`src/logic/pesc_params.svh`:
```
// Constants for the per-port extended status and counter registers.
// Assumes inclusion by bare name from the logic folder.
`ifndef PESC_PARAMS_SVH
`define PESC_PARAMS_SVH

// ==========================================
// Register addresses.
`define PESC_ADDR_RXERR 5'h13
`define PESC_ADDR_FCAR 5'h14
`define PESC_ADDR_LDROP 5'h15
`define PESC_ADDR_ECS 5'h16
`define PESC_ADDR_EPC1 5'h17
`define PESC_ADDR_EPC2 5'h18

// ==========================================
// Field positions in the extended control/status register.
`define PESC_ECS_FORCE 15
`define PESC_ECS_JAB 14
`define PESC_ECS_ECHO 13
`define PESC_ECS_HBT 12
`define PESC_ECS_SQ_HI 11
`define PESC_ECS_SQ_LO 10
`define PESC_ECS_STKEN 9
`define PESC_ECS_EOF 8
`define PESC_ECS_DISC 7
`define PESC_ECS_LINK 6
`define PESC_ECS_BCAST 0

// Field positions in the two extended control registers.
`define PESC_EPC1_MODE_HI 10
`define PESC_EPC1_MODE_LO 8
`define PESC_EPC1_RSVW_HI 15
`define PESC_EPC1_RSVW_LO 11
`define PESC_EPC1_FELB 3
`define PESC_EPC2_EDGE_HI 15
`define PESC_EPC2_EDGE_LO 13
`define PESC_EPC2_RPWR 12
`define PESC_EPC2_JUMBO_HI 5
`define PESC_EPC2_JUMBO_LO 4
`define PESC_EPC2_CLB 0

// ==========================================
// Reset values.
`define PESC_RST_FORCE 1'h0
`define PESC_RST_JAB 1'h0
`define PESC_RST_ECHO 1'h1
`define PESC_RST_HBT 1'h1
`define PESC_RST_SQ 2'h0
`define PESC_RST_STKEN 1'h1
`define PESC_RST_BCAST 1'h0
`define PESC_RST_MODE 3'h0
`define PESC_RST_RSVW 5'h00
`define PESC_RST_EDGE 3'h1
`define PESC_RST_JUMBO 2'h0
`define PESC_RST_BIT 1'h0

// Counter limits.
`define PESC_CNT_MAX 8'hff
`define PESC_CNT_ONE 8'h01
`define PESC_CNT_ZERO 8'h00

`endif

```
`src/logic/pesc_pkg.sv`:
```
// Types shared by the extended status counter block.
// Assumes nothing of its surroundings.
`default_nettype none
package pesc_pkg;
    // Squelch threshold selection.
    typedef enum logic [1:0] {
        PESC_SQ_NORMAL = 2'h0,
        PESC_SQ_LOW = 2'h1,
        PESC_SQ_HIGH = 2'h2,
        PESC_SQ_RSVD = 2'h3
    } pesc_sq_t;
    // Maximum packet length selection.
    typedef enum logic [1:0] {
        PESC_JUMBO_STD = 2'h0,
        PESC_JUMBO_9K = 2'h1,
        PESC_JUMBO_12K = 2'h2,
        PESC_JUMBO_RSVD = 2'h3
    } pesc_jumbo_t;
endpackage
`default_nettype wire

```
`src/logic/pesc_sat_counter.sv`:
```
// Eight-bit saturating event counter that clears on read.
// Assumes event and read strobes are single-cycle pulses on ref_clk.
`timescale 1ns/1ns
`default_nettype none
`include "pesc_params.svh"
module pesc_sat_counter
    import pesc_pkg::*;
#(
    parameter int WIDTH = 8
) (
    input wire logic ref_clk,
    input wire logic rst,
    input wire logic event_pulse,
    input wire logic rd_clear,
    output logic [WIDTH-1:0] count
);
    // The counter width must match the eight-bit field.
    initial begin
        if (WIDTH != 8) begin
            $error("pesc_sat_counter supports only WIDTH 8.");
        end
    end

    // ==========================================
    // Counter state.
    logic [WIDTH-1:0] cnt_r; // Current count.
    logic [WIDTH-1:0] cnt_nxt; // Next count.

    // Next count: a read clears, an event in the same cycle leaves one.
    always_comb begin
        cnt_nxt = cnt_r;
        if (rd_clear) begin
            cnt_nxt = event_pulse ? `PESC_CNT_ONE : `PESC_CNT_ZERO;
        end else if (event_pulse && cnt_r != `PESC_CNT_MAX) begin
            cnt_nxt = cnt_r + `PESC_CNT_ONE;
        end
    end

    // Register the count.
    always_ff @(posedge ref_clk) begin
        if (rst) begin
            cnt_r <= `PESC_CNT_ZERO;
        end else begin
            cnt_r <= cnt_nxt;
        end
    end

    assign count = cnt_r;
endmodule // pesc_sat_counter
`default_nettype wire

```
`src/logic/pesc_regs.sv`:
```
// Per-port extended management registers, addresses 19 to 24.
// Assumes one-cycle management strobes with an address,
// and one-cycle datapath event pulses, all on ref_clk.
// Operation
// - Counters are 8-bit, saturate, clear on read.
// - Address 19 counts 100/1000 receive errors.
// - Address 20 counts 100/1000 false carriers.
// - Address 21 counts copper link disconnects.
// - Force bit bypasses link test, reports pass.
// - Sticky bit 14 disables jabber, resets 0.
// - Bits 13/12 disable echo/heartbeat, default 1.
// - Squelch field selects threshold, default normal.
// - Sticky-reset enable keeps sticky bits on software reset.
// - Super-sticky bits survive every software reset.
// - EOF error bit latches, clears on read.
// - 10BASE-T disconnect bit latches, clears on read.
// - Read-only bit 6 shows 10BASE-T link.
// - Broadcast bit applies writes to all ports.
// - Reads return only the addressed port.
// - Media mode field super-sticky, default copper.
// - Mode reads return the active mode.
// - Edge-rate field codes, default 001.
// - Jumbo field selects maximum packet length.
`timescale 1ns/1ns
`default_nettype none
`include "pesc_params.svh"
module pesc_regs
    import pesc_pkg::*;
#(
    parameter int CNT_WIDTH = 8
) (
    input wire logic ref_clk,
    input wire logic rst,
    input wire logic soft_reset,
    input wire logic [4:0] reg_addr,
    input wire logic reg_rd,
    input wire logic reg_wr,
    input wire logic bcast_wr,
    input wire logic [15:0] reg_wdata,
    output logic [15:0] reg_rdata,
    output logic bcast_en,
    input wire logic rx_err_evt,
    input wire logic false_carrier_evt,
    input wire logic link_drop_evt,
    input wire logic eof_err_evt,
    input wire logic disc_10_evt,
    input wire logic link_10_ok,
    output logic link_10_pass,
    output logic jabber_dis,
    output logic echo_dis,
    output logic heartbeat_test_dis,
    output pesc_sq_t squelch_sel,
    output logic [2:0] media_mode,
    output logic far_end_loopback,
    output logic [2:0] edge_rate,
    output logic reduced_power,
    output pesc_jumbo_t jumbo_sel,
    output logic connector_loopback
);
    // Refuse widths the counter module cannot serve.
    initial begin
        if (CNT_WIDTH != 8) begin
            $error("pesc_regs supports only CNT_WIDTH 8.");
        end
    end

    // ==========================================
    // Address decode helper.

    // True when a strobe address names a register.
    function automatic logic hit(input logic [4:0] a, input logic [4:0] want);
        hit = (a == want);
    endfunction

    logic wr_any; // A write reaches this port, own or broadcast.
    logic rd_rx; // Clearing read of the receive error counter.
    logic rd_fc; // Clearing read of the false carrier counter.
    logic rd_ld; // Clearing read of the link drop counter.
    logic rd_ecs; // Read of the extended control/status register.

    // Broadcast writes from another port land here too; reads never do.
    assign wr_any = reg_wr | bcast_wr;
    assign rd_rx = reg_rd & hit(reg_addr, `PESC_ADDR_RXERR);
    assign rd_fc = reg_rd & hit(reg_addr, `PESC_ADDR_FCAR);
    assign rd_ld = reg_rd & hit(reg_addr, `PESC_ADDR_LDROP);
    assign rd_ecs = reg_rd & hit(reg_addr, `PESC_ADDR_ECS);

    // ==========================================
    // Error counters.
    logic [CNT_WIDTH-1:0] cnt_val [3]; // Counter values by index.
    logic [2:0] cnt_evt; // Event pulses by index.
    logic [2:0] cnt_rd; // Clearing reads by index.

    assign cnt_evt = {link_drop_evt, false_carrier_evt, rx_err_evt};
    assign cnt_rd = {rd_ld, rd_fc, rd_rx};

    // One saturating counter each for the receive error, false carrier and link drop events.
    genvar gi;
    generate
        for (gi = 0; gi < 3; gi++) begin : g_cnt
            pesc_sat_counter #(
                .WIDTH(CNT_WIDTH)
            ) u_cnt (
                .ref_clk(ref_clk),
                .rst(rst),
                .event_pulse(cnt_evt[gi]),
                .rd_clear(cnt_rd[gi]),
                .count(cnt_val[gi])
            );
        end
    endgenerate

    // ==========================================
    // Control fields.
    logic force_r, force_nxt; // Link integrity bypass, sticky.
    logic jab_r, jab_nxt; // Jabber detect disable, sticky.
    logic echo_r, echo_nxt; // Echo disable, sticky.
    logic hbt_r, hbt_nxt; // Heartbeat test disable, sticky.
    logic [1:0] sq_r, sq_nxt; // Squelch select, sticky.
    logic stken_r, stken_nxt; // Sticky-reset enable, super-sticky.
    logic bcast_r, bcast_nxt; // Broadcast write enable, sticky.
    logic [2:0] mode_pend_r, mode_pend_nxt; // Written media mode, super-sticky.
    logic [2:0] mode_act_r, mode_act_nxt; // Media mode in effect.
    logic [4:0] rsvw_r, rsvw_nxt; // Writable reserved bits.
    logic felb_r, felb_nxt; // Far-end loopback.
    logic [2:0] edge_r, edge_nxt; // Edge rate, sticky.
    logic rpwr_r, rpwr_nxt; // Reduced power mode, sticky.
    logic [1:0] jumbo_r, jumbo_nxt; // Jumbo mode, sticky.
    logic clb_r, clb_nxt; // Connector loopback.
    logic eof_r, eof_nxt; // Latched end-of-frame error.
    logic disc_r, disc_nxt; // Latched 10BASE-T disconnect.
    logic wr_ecs, wr_e1, wr_e2; // Register write selects.
    logic keep_sticky; // Soft reset keeps sticky values.

    assign wr_ecs = wr_any & hit(reg_addr, `PESC_ADDR_ECS);
    assign wr_e1 = wr_any & hit(reg_addr, `PESC_ADDR_EPC1);
    assign wr_e2 = wr_any & hit(reg_addr, `PESC_ADDR_EPC2);
    assign keep_sticky = stken_r;

    // Next values: soft reset first, then writes.
    always_comb begin
        force_nxt = force_r;
        jab_nxt = jab_r;
        echo_nxt = echo_r;
        hbt_nxt = hbt_r;
        sq_nxt = sq_r;
        stken_nxt = stken_r;
        bcast_nxt = bcast_r;
        mode_pend_nxt = mode_pend_r;
        mode_act_nxt = mode_act_r;
        rsvw_nxt = rsvw_r;
        felb_nxt = felb_r;
        edge_nxt = edge_r;
        rpwr_nxt = rpwr_r;
        jumbo_nxt = jumbo_r;
        clb_nxt = clb_r;
        if (soft_reset) begin
            // Pending mode and sticky-reset enable are never touched here; the active mode loads the pending one.
            mode_act_nxt = mode_pend_r;
            felb_nxt = `PESC_RST_BIT;
            clb_nxt = `PESC_RST_BIT;
            rsvw_nxt = `PESC_RST_RSVW;
            if (!keep_sticky) begin
                // Sticky bits fall back to their defaults.
                force_nxt = `PESC_RST_FORCE;
                jab_nxt = `PESC_RST_JAB;
                echo_nxt = `PESC_RST_ECHO;
                hbt_nxt = `PESC_RST_HBT;
                sq_nxt = `PESC_RST_SQ;
                bcast_nxt = `PESC_RST_BCAST;
                edge_nxt = `PESC_RST_EDGE;
                rpwr_nxt = `PESC_RST_BIT;
                jumbo_nxt = `PESC_RST_JUMBO;
            end
        end else begin
            if (wr_ecs) begin
                // Bits 8:1 are read-only and drop the write.
                force_nxt = reg_wdata[`PESC_ECS_FORCE];
                jab_nxt = reg_wdata[`PESC_ECS_JAB];
                echo_nxt = reg_wdata[`PESC_ECS_ECHO];
                hbt_nxt = reg_wdata[`PESC_ECS_HBT];
                sq_nxt = reg_wdata[`PESC_ECS_SQ_HI:`PESC_ECS_SQ_LO];
                stken_nxt = reg_wdata[`PESC_ECS_STKEN];
                bcast_nxt = reg_wdata[`PESC_ECS_BCAST];
            end
            if (wr_e1) begin
                // The mode waits for the next soft reset.
                mode_pend_nxt = reg_wdata[`PESC_EPC1_MODE_HI:`PESC_EPC1_MODE_LO];
                rsvw_nxt = reg_wdata[`PESC_EPC1_RSVW_HI:`PESC_EPC1_RSVW_LO];
                felb_nxt = reg_wdata[`PESC_EPC1_FELB];
            end
            if (wr_e2) begin
                edge_nxt = reg_wdata[`PESC_EPC2_EDGE_HI:`PESC_EPC2_EDGE_LO];
                rpwr_nxt = reg_wdata[`PESC_EPC2_RPWR];
                jumbo_nxt = reg_wdata[`PESC_EPC2_JUMBO_HI:`PESC_EPC2_JUMBO_LO];
                clb_nxt = reg_wdata[`PESC_EPC2_CLB];
            end
        end
    end

    // Latched events: the set wins over a clearing read in the same cycle.
    always_comb begin
        eof_nxt = eof_r;
        disc_nxt = disc_r;
        if (rd_ecs) begin
            eof_nxt = `PESC_RST_BIT;
            disc_nxt = `PESC_RST_BIT;
        end
        if (eof_err_evt) begin
            eof_nxt = 1'h1;
        end
        if (disc_10_evt) begin
            disc_nxt = 1'h1;
        end
    end

    // Register all control and status state.
    always_ff @(posedge ref_clk) begin
        if (rst) begin
            force_r <= `PESC_RST_FORCE;
            jab_r <= `PESC_RST_JAB;
            echo_r <= `PESC_RST_ECHO;
            hbt_r <= `PESC_RST_HBT;
            sq_r <= `PESC_RST_SQ;
            stken_r <= `PESC_RST_STKEN;
            bcast_r <= `PESC_RST_BCAST;
            mode_pend_r <= `PESC_RST_MODE;
            mode_act_r <= `PESC_RST_MODE;
            rsvw_r <= `PESC_RST_RSVW;
            felb_r <= `PESC_RST_BIT;
            edge_r <= `PESC_RST_EDGE;
            rpwr_r <= `PESC_RST_BIT;
            jumbo_r <= `PESC_RST_JUMBO;
            clb_r <= `PESC_RST_BIT;
            eof_r <= `PESC_RST_BIT;
            disc_r <= `PESC_RST_BIT;
        end else begin
            force_r <= force_nxt;
            jab_r <= jab_nxt;
            echo_r <= echo_nxt;
            hbt_r <= hbt_nxt;
            sq_r <= sq_nxt;
            stken_r <= stken_nxt;
            bcast_r <= bcast_nxt;
            mode_pend_r <= mode_pend_nxt;
            mode_act_r <= mode_act_nxt;
            rsvw_r <= rsvw_nxt;
            felb_r <= felb_nxt;
            edge_r <= edge_nxt;
            rpwr_r <= rpwr_nxt;
            jumbo_r <= jumbo_nxt;
            clb_r <= clb_nxt;
            eof_r <= eof_nxt;
            disc_r <= disc_nxt;
        end
    end

    // ==========================================
    // Read data, registered; reserved bits stay zero except the writable ones.
    logic [15:0] rdata_r, rdata_nxt; // Read data holding register.

    // Builds the addressed word; only this port's state is visible.
    always_comb begin
        rdata_nxt = rdata_r;
        if (reg_rd) begin
            rdata_nxt = 16'h0000;
            case (reg_addr)
                `PESC_ADDR_RXERR: rdata_nxt[CNT_WIDTH-1:0] = cnt_val[0];
                `PESC_ADDR_FCAR: rdata_nxt[CNT_WIDTH-1:0] = cnt_val[1];
                `PESC_ADDR_LDROP: rdata_nxt[CNT_WIDTH-1:0] = cnt_val[2];
                `PESC_ADDR_ECS: begin
                    rdata_nxt[`PESC_ECS_FORCE] = force_r;
                    rdata_nxt[`PESC_ECS_JAB] = jab_r;
                    rdata_nxt[`PESC_ECS_ECHO] = echo_r;
                    rdata_nxt[`PESC_ECS_HBT] = hbt_r;
                    rdata_nxt[`PESC_ECS_SQ_HI:`PESC_ECS_SQ_LO] = sq_r;
                    rdata_nxt[`PESC_ECS_STKEN] = stken_r;
                    rdata_nxt[`PESC_ECS_EOF] = eof_r;
                    rdata_nxt[`PESC_ECS_DISC] = disc_r;
                    rdata_nxt[`PESC_ECS_LINK] = link_10_pass;
                    rdata_nxt[`PESC_ECS_BCAST] = bcast_r;
                end
                `PESC_ADDR_EPC1: begin
                    rdata_nxt[`PESC_EPC1_RSVW_HI:`PESC_EPC1_RSVW_LO] = rsvw_r;
                    rdata_nxt[`PESC_EPC1_MODE_HI:`PESC_EPC1_MODE_LO] = mode_act_r;
                    rdata_nxt[`PESC_EPC1_FELB] = felb_r;
                end
                `PESC_ADDR_EPC2: begin
                    rdata_nxt[`PESC_EPC2_EDGE_HI:`PESC_EPC2_EDGE_LO] = edge_r;
                    rdata_nxt[`PESC_EPC2_RPWR] = rpwr_r;
                    rdata_nxt[`PESC_EPC2_JUMBO_HI:`PESC_EPC2_JUMBO_LO] = jumbo_r;
                    rdata_nxt[`PESC_EPC2_CLB] = clb_r;
                end
                default: rdata_nxt = 16'h0000;
            endcase
        end
    end

    // Register the read data.
    always_ff @(posedge ref_clk) begin
        if (rst) begin
            rdata_r <= 16'h0000;
        end else begin
            rdata_r <= rdata_nxt;
        end
    end

    // ==========================================
    // Outputs to the PHY datapath.
    assign reg_rdata = rdata_r;
    assign bcast_en = bcast_r;
    assign link_10_pass = force_r | link_10_ok;
    assign jabber_dis = jab_r;
    assign echo_dis = echo_r;
    assign heartbeat_test_dis = hbt_r;
    assign squelch_sel = pesc_sq_t'(sq_r);
    assign media_mode = mode_act_r;
    assign far_end_loopback = felb_r;
    assign edge_rate = edge_r;
    assign reduced_power = rpwr_r;
    assign jumbo_sel = pesc_jumbo_t'(jumbo_r);
    assign connector_loopback = clb_r;
endmodule // pesc_regs
`default_nettype wire

```
`config.mk`:
```
export PLATFORM = sky130hd
export DESIGN_NAME = pesc_regs
export DESIGN_NICKNAME = d
export VERILOG_FILES = /design/src/logic/pesc_pkg.sv /design/src/logic/pesc_sat_counter.sv /design/src/logic/pesc_regs.sv
export VERILOG_INCLUDE_DIRS = /design/src /design/src/logic
export SDC_FILE = /design/constraint.sdc
export NUM_CORES = 1
export LEC_CHECK = 0
export ABC_AREA = 0
export BUFFER_PORTS_ARGS = -buffer_cell sky130_fd_sc_hd__buf_2
export CAP_MARGIN = 20
export CORE_ASPECT_RATIO = 0.5
export CORE_MARGIN = 2
export CORE_UTILIZATION = 55
export DETAILED_ROUTE_END_ITERATION = 16
export PLACE_DENSITY = 0.82
export SETUP_SLACK_MARGIN = 0.15
export SYNTH_ARGS = -nofsm -noshare
export SYNTH_HDL_FRONTEND = slang
export SYNTH_SLANG_ARGS = --single-unit
```
`constraint.sdc`:
```
create_clock -name ref_clk -period 1.9 [get_ports ref_clk]
set_clock_uncertainty 0.15 [all_clocks]
set_input_delay 0.095 -clock ref_clk [delete_from_list [all_inputs] [get_ports ref_clk]]
set_output_delay 0.095 -clock ref_clk [all_outputs]
set_load 0.1 [all_outputs]
```
==> results of run 1 <==
timing repair:
item,in CTS,in global routing
hold endpoints to repair,33,0
gates resized for setup,0,5
endpoints found under the setup margin,0,6
hold buffers,17,0
cell type report:
class                           count  area, µm²
Fill cell                         435       1710
Sequential cell                    69       1390
Multi-Input combinational cell    290       1900
Timing Repair Buffer               93        586
Inverter                            5       18.8
Tap cell                           77       96.3
Clock buffer                       13        270
Clock inverter                      3       42.5
final timing paths:
path	to	slack [ns]	depth (start not counted)
setup / recovery	g_cnt[0].u_cnt.count[0]	0.22	6
hold / removal	media_mode[1]	0.04	3
setup reg to reg	g_cnt[0].u_cnt.count[0]	0.22	6
hold reg to reg	reg_rdata[15]	0.30	2
through the flow:
stage	setup slack (ns)	power, µW	instances
2_1_floorplan	0.193	1680	385
3_3_place_gp	0.232	1770	517
3_5_place_dp	0.204	1770	517
4_1_cts	0.186	3510	550
5_1_grt	0.143	3610	550
6_report	0.223	3510	550
placed cells by master (no fill, tap or decap), types with 5 or more instances in the layout:
cell / n
o21ai_0: 8
buf_2: 62
nand2_1: 17
a221oi_1: 6
dfxtp_1: 65
dlygate4sd3_1: 17
nand3b_1: 6
a211oi_1: 13
buf_4: 14
nor2b_1: 6
nor2_1: 56
a21oi_1: 28
nor3_1: 15
inv_1: 5
nand3_1: 18
nand4_1: 8
mux2i_1: 27
and2_0: 6
clkbuf_16: 9
mux2_2: 9
registers in the layout, summed over array words and instances (netlist names), 2 cells and up:
signal,cells
mode_pend_r,3
g_cnt.u_cnt.count,24
reg_rdata,16
rsvw_r,5
edge_rate,3
squelch_sel,2
jumbo_sel,2
media_mode,3
power by group:
part           total [µW]  leakage (µW)  switching, µW  internal, µW
Sequential           1490      0.000560           18.4          1470
Clock                1730      0.000152            614          1120
Combinational         294      0.000979            178           116
cells by family (layout without fill, tap and decap cells):
group	Yosys count	after routing	synth area share (%)
compound gates	79	79	15.8
fa+ha+maj	3	3	1.11
xor+xnor	3	3	0.775
buf+inv	26	114	3.43
simple gates	169	169	27.2
flops	69	69	40.8
mux	36	36	11.0
routing by layer:
| layer | track usage, % | vias up | routed length (µm) | share of wire, % |
|---|---|---|---|---|
| met5 | 0 | - | 0 | 0 |
| met4 | 10.7 | 0 | 155 | 1.8 |
| met3 | 9.41 | 20 | 576 | 6.6 |
| met2 | 44.3 | 92 | 4070 | 47 |
| met1 | 32.2 | 1494 | 3910 | 45 |
| li1 | - | 1578 | - | - |
critical path, stage by stage, from the launching register on:
cell and delay, ns:
dfxtp_2 0.36, ha_2 0.21, nand4_1 0.15, o31ai_2 0.23, buf_4 0.17, a2bb2oi_1 0.17
a21oi_1 0.09
==> flow_metrics.tcl, run 1 <==
set metrics [dict create \
    synth_edf_count 0 \
    clockBufferDepth 2 \
    clk_pin_slew_ns 0.06 \
    netlist_top_cells_area "dfxtp_1 41%, mux2i_1 8.0%, nor2_1 6.2%, a21oi_1 4.1%, mux2_2 3.0%" \
    power_per_cell_area_mw_per_mm2 818 \
    syn_area_mm2 0.00339 \
    status "finished clean" \
    rows 20 \
    root_buffer "clkbuf_16" \
    yosysSeqAreaShare_pct 40.8 \
    ir_drop_uv 485 \
    min-delay-start "soft_reset" \
    fin_hold_ws_ns 0.0390 \
    antenna_cells 0 \
    drt_iter0_drc 230 \
    grt_max_degree 34 \
    timing.fmax_mhz 596 \
    synth.most_common_cell "dfxtp_1" \
    ys.flop_type "dfxtp_1" \
    cts_buffers 9 \
    r2r_start "g_cnt[0].u_cnt.count[1]" \
    synth_top_area_share_pct 40.8 \
    cts_setup_buffers 0 \
    cts_max_level 3 \
    final_area_mm2 0.00430 \
    cp_max_fo 6 \
    core_mm2 0.00601 \
    setup_viol 0 \
    nets 504 \
    tightest_slew_ns 0.638 \
    die_x_um 115 \
    fin_util_pct 71.5 \
    synth_commonest_cells "69 x dfxtp_1, 56 x nor2_1, 28 x a21oi_1" \
    viasPerCell 5.79 \
    cts_sinks 69 \
    maxSlewHeadroom_pct 57.5 \
    ys_warn_count 0 \
    drc 0 \
    antenna_found_initial 0 \
    synth_top_area_cell "dfxtp_1" \
    initial_utilization_pct 56.4 \
    place_congestion 0.877 \
    rsz0062_at_grt "yes" \
    portBuffers 62 \
    grt_pass1_vias 2961 \
    syn-instance-count 385 \
    p_leak_uw 0.00169 \
    die_area_mm2 0.00684 \
    end_kind "register" \
    grtUsageTotal_pct 26.7 \
    wl_per_cell_um 15.8 \
    slew_viol_final 0 \
    period_share_pct 88.3 \
    vias 3184 \
    avgSynthCellArea_um2 8.80 \
    clk_latency_ns 0.34 \
    place_area_mm2 0.00380 \
    setup_tns_ns 0 \
    synth_cell_types 54 \
    grt_pass1_wl_mm 13.9 \
    synth_fp_nets 421 \
    syn_to_final_growth_pct 26.8 \
    cts_tree "yes" \
    wl_mm 8.71 \
    ant_nets 0 \
    startpoint "g_cnt[0].u_cnt.count[1]" \
    worstPathArrival_ns 1.72 \
    grt_overflow_total 0 \
    die_y_um 59.5 \
    crit_type "reg2reg" \
    report.final.hold_viol_count 0 \
    start_kind "register" \
    io_pins 67 \
    maxCapViolCount 0 \
    first_pass_iters 4 \
    async_flop_share_pct 0 \
    cp_data_required_time_ns 1.94 \
    hold_class "in2reg" \
    synth-seq-cells 69 \
    post-route-min-period_ns 1.68 \
    hpwl_mm 5.76 \
    drive_gt1_share_pct 25.2 \
]
No activity file was read; power rests on OpenSTA's default activity.
==> inputs of run 2 (changes only) <==
--- a/config.mk
+++ b/config.mk
@@ -7,13 +7,14 @@
 export NUM_CORES = 1
 export LEC_CHECK = 0
 export ABC_AREA = 0
+export ABC_CLOCK_PERIOD_IN_PS = 1500
 export BUFFER_PORTS_ARGS = -buffer_cell sky130_fd_sc_hd__buf_2
 export CAP_MARGIN = 20
 export CORE_ASPECT_RATIO = 0.5
 export CORE_MARGIN = 2
-export CORE_UTILIZATION = 55
+export CORE_UTILIZATION = 50
 export DETAILED_ROUTE_END_ITERATION = 16
-export PLACE_DENSITY = 0.82
+export PLACE_DENSITY = 0.78
 export SETUP_SLACK_MARGIN = 0.15
 export SYNTH_ARGS = -nofsm -noshare
 export SYNTH_HDL_FRONTEND = slang
==> constraint.sdc (replaced) <==
create_clock -name ref_clk -period 1.5 [get_ports ref_clk]
set_clock_uncertainty 0.15 [all_clocks]
set_input_delay 0.075 -clock ref_clk [delete_from_list [all_inputs] [get_ports ref_clk]]
set_output_delay 0.075 -clock ref_clk [all_outputs]
set_load 0.1 [all_outputs]
==> run 2 against run 1 <==
The flow now finishes with violations (setup timing). Clock-buffer cell count down 1. Final cell count increased by 12%. Die area increased by 9.5%. Total power rose by 28%. Non-clock buffer count grew 49. Maximum frequency grew 1.7%. Combinational power grew 69%. First-iteration DRC count increased by 42%. Sequential power increased by 26%. Largest power group unchanged. Highest routed layer unchanged.
==> flow_metrics.tcl, run 2 (synthesis gave the netlist of run 1 again) <==
set metrics [dict create \
    status "finished with violations" \
    violations "setup timing" \
    cts_buffers 9 \
    layout.cells.non_filler 614 \
    initial_utilization_pct 51.2 \
    grtUsageTotal_pct 29.3 \
    die_y_um 62.2 \
    largest_reg_flops 24 \
    clockPowerShare_pct 47.3 \
    power_frac_comb_pct 11.1 \
    rsz0062_at_grt "yes" \
    start_kind "register" \
    cts_sinks 69 \
    grt_overflow_total 0 \
    wl_mm 11.4 \
    first_pass_iters 5 \
    maxCapViolCount 0 \
    power_per_cell_area_mw_per_mm2 870 \
    crit_type "reg2reg" \
    die_x_um 120 \
    drive_gt1_share_pct 48.9 \
    cp_data_required_time_ns 1.57 \
    rows 21 \
    worstPathArrival_ns 1.72 \
    ant_nets 0 \
    sw_frac_of_total_pct 24.9 \
    wl_per_cell_um 18.5 \
    hold_class "in2reg" \
    final_cell_mix "55 x buf_4, 49 x nor2_1, 45 x buf_2, 36 x dfxtp_2, 27 x mux2i_1" \
    io_pins 67 \
    grt_pass1_wl_mm 17.3 \
    slew_viol_final 0 \
    hpwl_mm 6.68 \
    end_kind "register" \
    p_leak_uw 0.00200 \
    grt_max_degree 21 \
    period_share_pct 110 \
    switchingPower_uw 1120 \
    setup_viol 8 \
    die_area_mm2 0.00749 \
    grt_pass1_vias 3567 \
    fin_ws_ns -0.150 \
    placed_cells 565 \
    cp_slowest_cell "dfxtp_4" \
    cp_max_fo 3 \
    cts_tree "yes" \
    antenna_cells 0 \
    pre_cts_slack_ns -0.0685 \
    nets 553 \
    crit_chain "ha_4, nand4_1, buf_4, o211ai_1, xor2_1, nor2_1" \
    drt_iter0_drc 326 \
    ir_drop_uv 763 \
    root_buffer "clkbuf_16" \
    core_mm2 0.00662 \
    timing.fmax_mhz 606 \
    tightest_slew_ns 0.494 \
    antenna_found_initial 0 \
    report.final.hold_viol_count 0 \
    p_int_uw 3370 \
    syn_to_final_growth_pct 52.4 \
    vias 3698 \
    post-route-min-period_ns 1.65 \
    clockBufferDepth 2 \
    final_common_cell "buf_4" \
    fill_cells 399 \
    cts_max_level 3 \
    viasPerCell 6.02 \
    portBuffers 62 \
    seq_power_share_pct 41.6 \
    place_congestion 0.859 \
    clk_latency_ns 0.34 \
    maxSlewHeadroom_pct 67.3 \
    drc 0 \
    clk_pin_slew_ns 0.06 \
    critPathMaxStageDelay_ns 0.36 \
    fin_hold_ws_ns 0.0271 \
]
## run 2: cell count changes in the layout (fill, tap and decap cells not counted), sizes merged
cell         previous run  this run
buf                    76       111
bufinv                  1         0
clkbuf                 13        25
clkinv                  1         2
clkinvlp                1         0
dlygate4sd3            17        18
inv                     5         7
## run 2: final timing paths
kind / from / end / slack (ns) / cells past startpoint
worst min-delay path: false_carrier_evt / g_cnt[1].u_cnt.count[1] / 0.03 / 4
worst max register to register: g_cnt[2].u_cnt.count[0] / g_cnt[2].u_cnt.count[3] / -0.15 / 6
worst min register to register: reg_rdata[15] / reg_rdata[15] / 0.30 / 2
worst max-delay path: g_cnt[2].u_cnt.count[0] / g_cnt[2].u_cnt.count[3] / -0.15 / 6
## run 2: final cells by class
cell class / count / area [µm²] / share of cell area (%)
clock buffer: 12 / 278 / 5.38
timing repair buffer: 142 / 1060 / 20.5
tap: 92 / 115 / 2.23
sequential: 69 / 1470 / 28.4
multi-input combinational: 290 / 2200 / 42.6
inverter: 5 / 18.8 / 0.363
clock inverter: 4 / 26.3 / 0.509
## run 2: repair_timing
| action | 4_1_cts | 5_1_grt |
|---|---|---|
| endpoints found under the setup margin | 28 | 47 |
| endpoints found under the hold margin | 32 | 0 |
| hold buffers | 18 | 0 |
| pin swaps | 21 | 29 |
| setup buffers | 10 | 5 |
| gates resized for setup | 38 | 49 |
## run 2: power by group through the flow
stage	clock network (µW)	registers, µW	logic (µW)
finish	2120	1870	497
global route	2210	1870	527
CTS	2130	1870	460
detailed placement	0	1910	402
global placement	0	1910	391
floorplan	0	1950	194
## run 2: critical path, delay by kind of cell (launching register included)
| kind | cells | cell delay [ns] |
|---|---|---|
| buf+inv | 1 | 0.21 |
| flops | 1 | 0.36 |
| xor+xnor | 1 | 0.23 |
| compound gates | 1 | 0.22 |
| simple gates | 2 | 0.24 |
| fa+ha+maj | 1 | 0.13 |
## run 2: metal layers
| metal | up-vias | GRT usage [%] | wire length, µm |
|---|---|---|---|
| met2 | 182 | 48.8 | 5510 |
| li1 | 1691 | - | - |
| met1 | 1770 | 36.1 | 4590 |
| met3 | 55 | 9.10 | 777 |
| met5 | - | 0 | 0 |
| met4 | 0 | 9.88 | 469 |
## run 2: metrics by stage
| step | TNS, ns | instance area [µm²] | total power (µW) | util [%] |
|---|---|---|---|---|
| after global routing | -1.54 | 5170 | 4610 | 78.0 |
| after floorplan | -0.0964 | 3560 | 2140 | - |
| after global placement | 0 | 4260 | 2300 | 64.3 |
| after CTS | -0.0919 | 4940 | 4450 | 74.6 |
| after detailed placement | -0.169 | 4260 | 2310 | 64.3 |
| final | -0.678 | 5170 | 4490 | 78.0 |
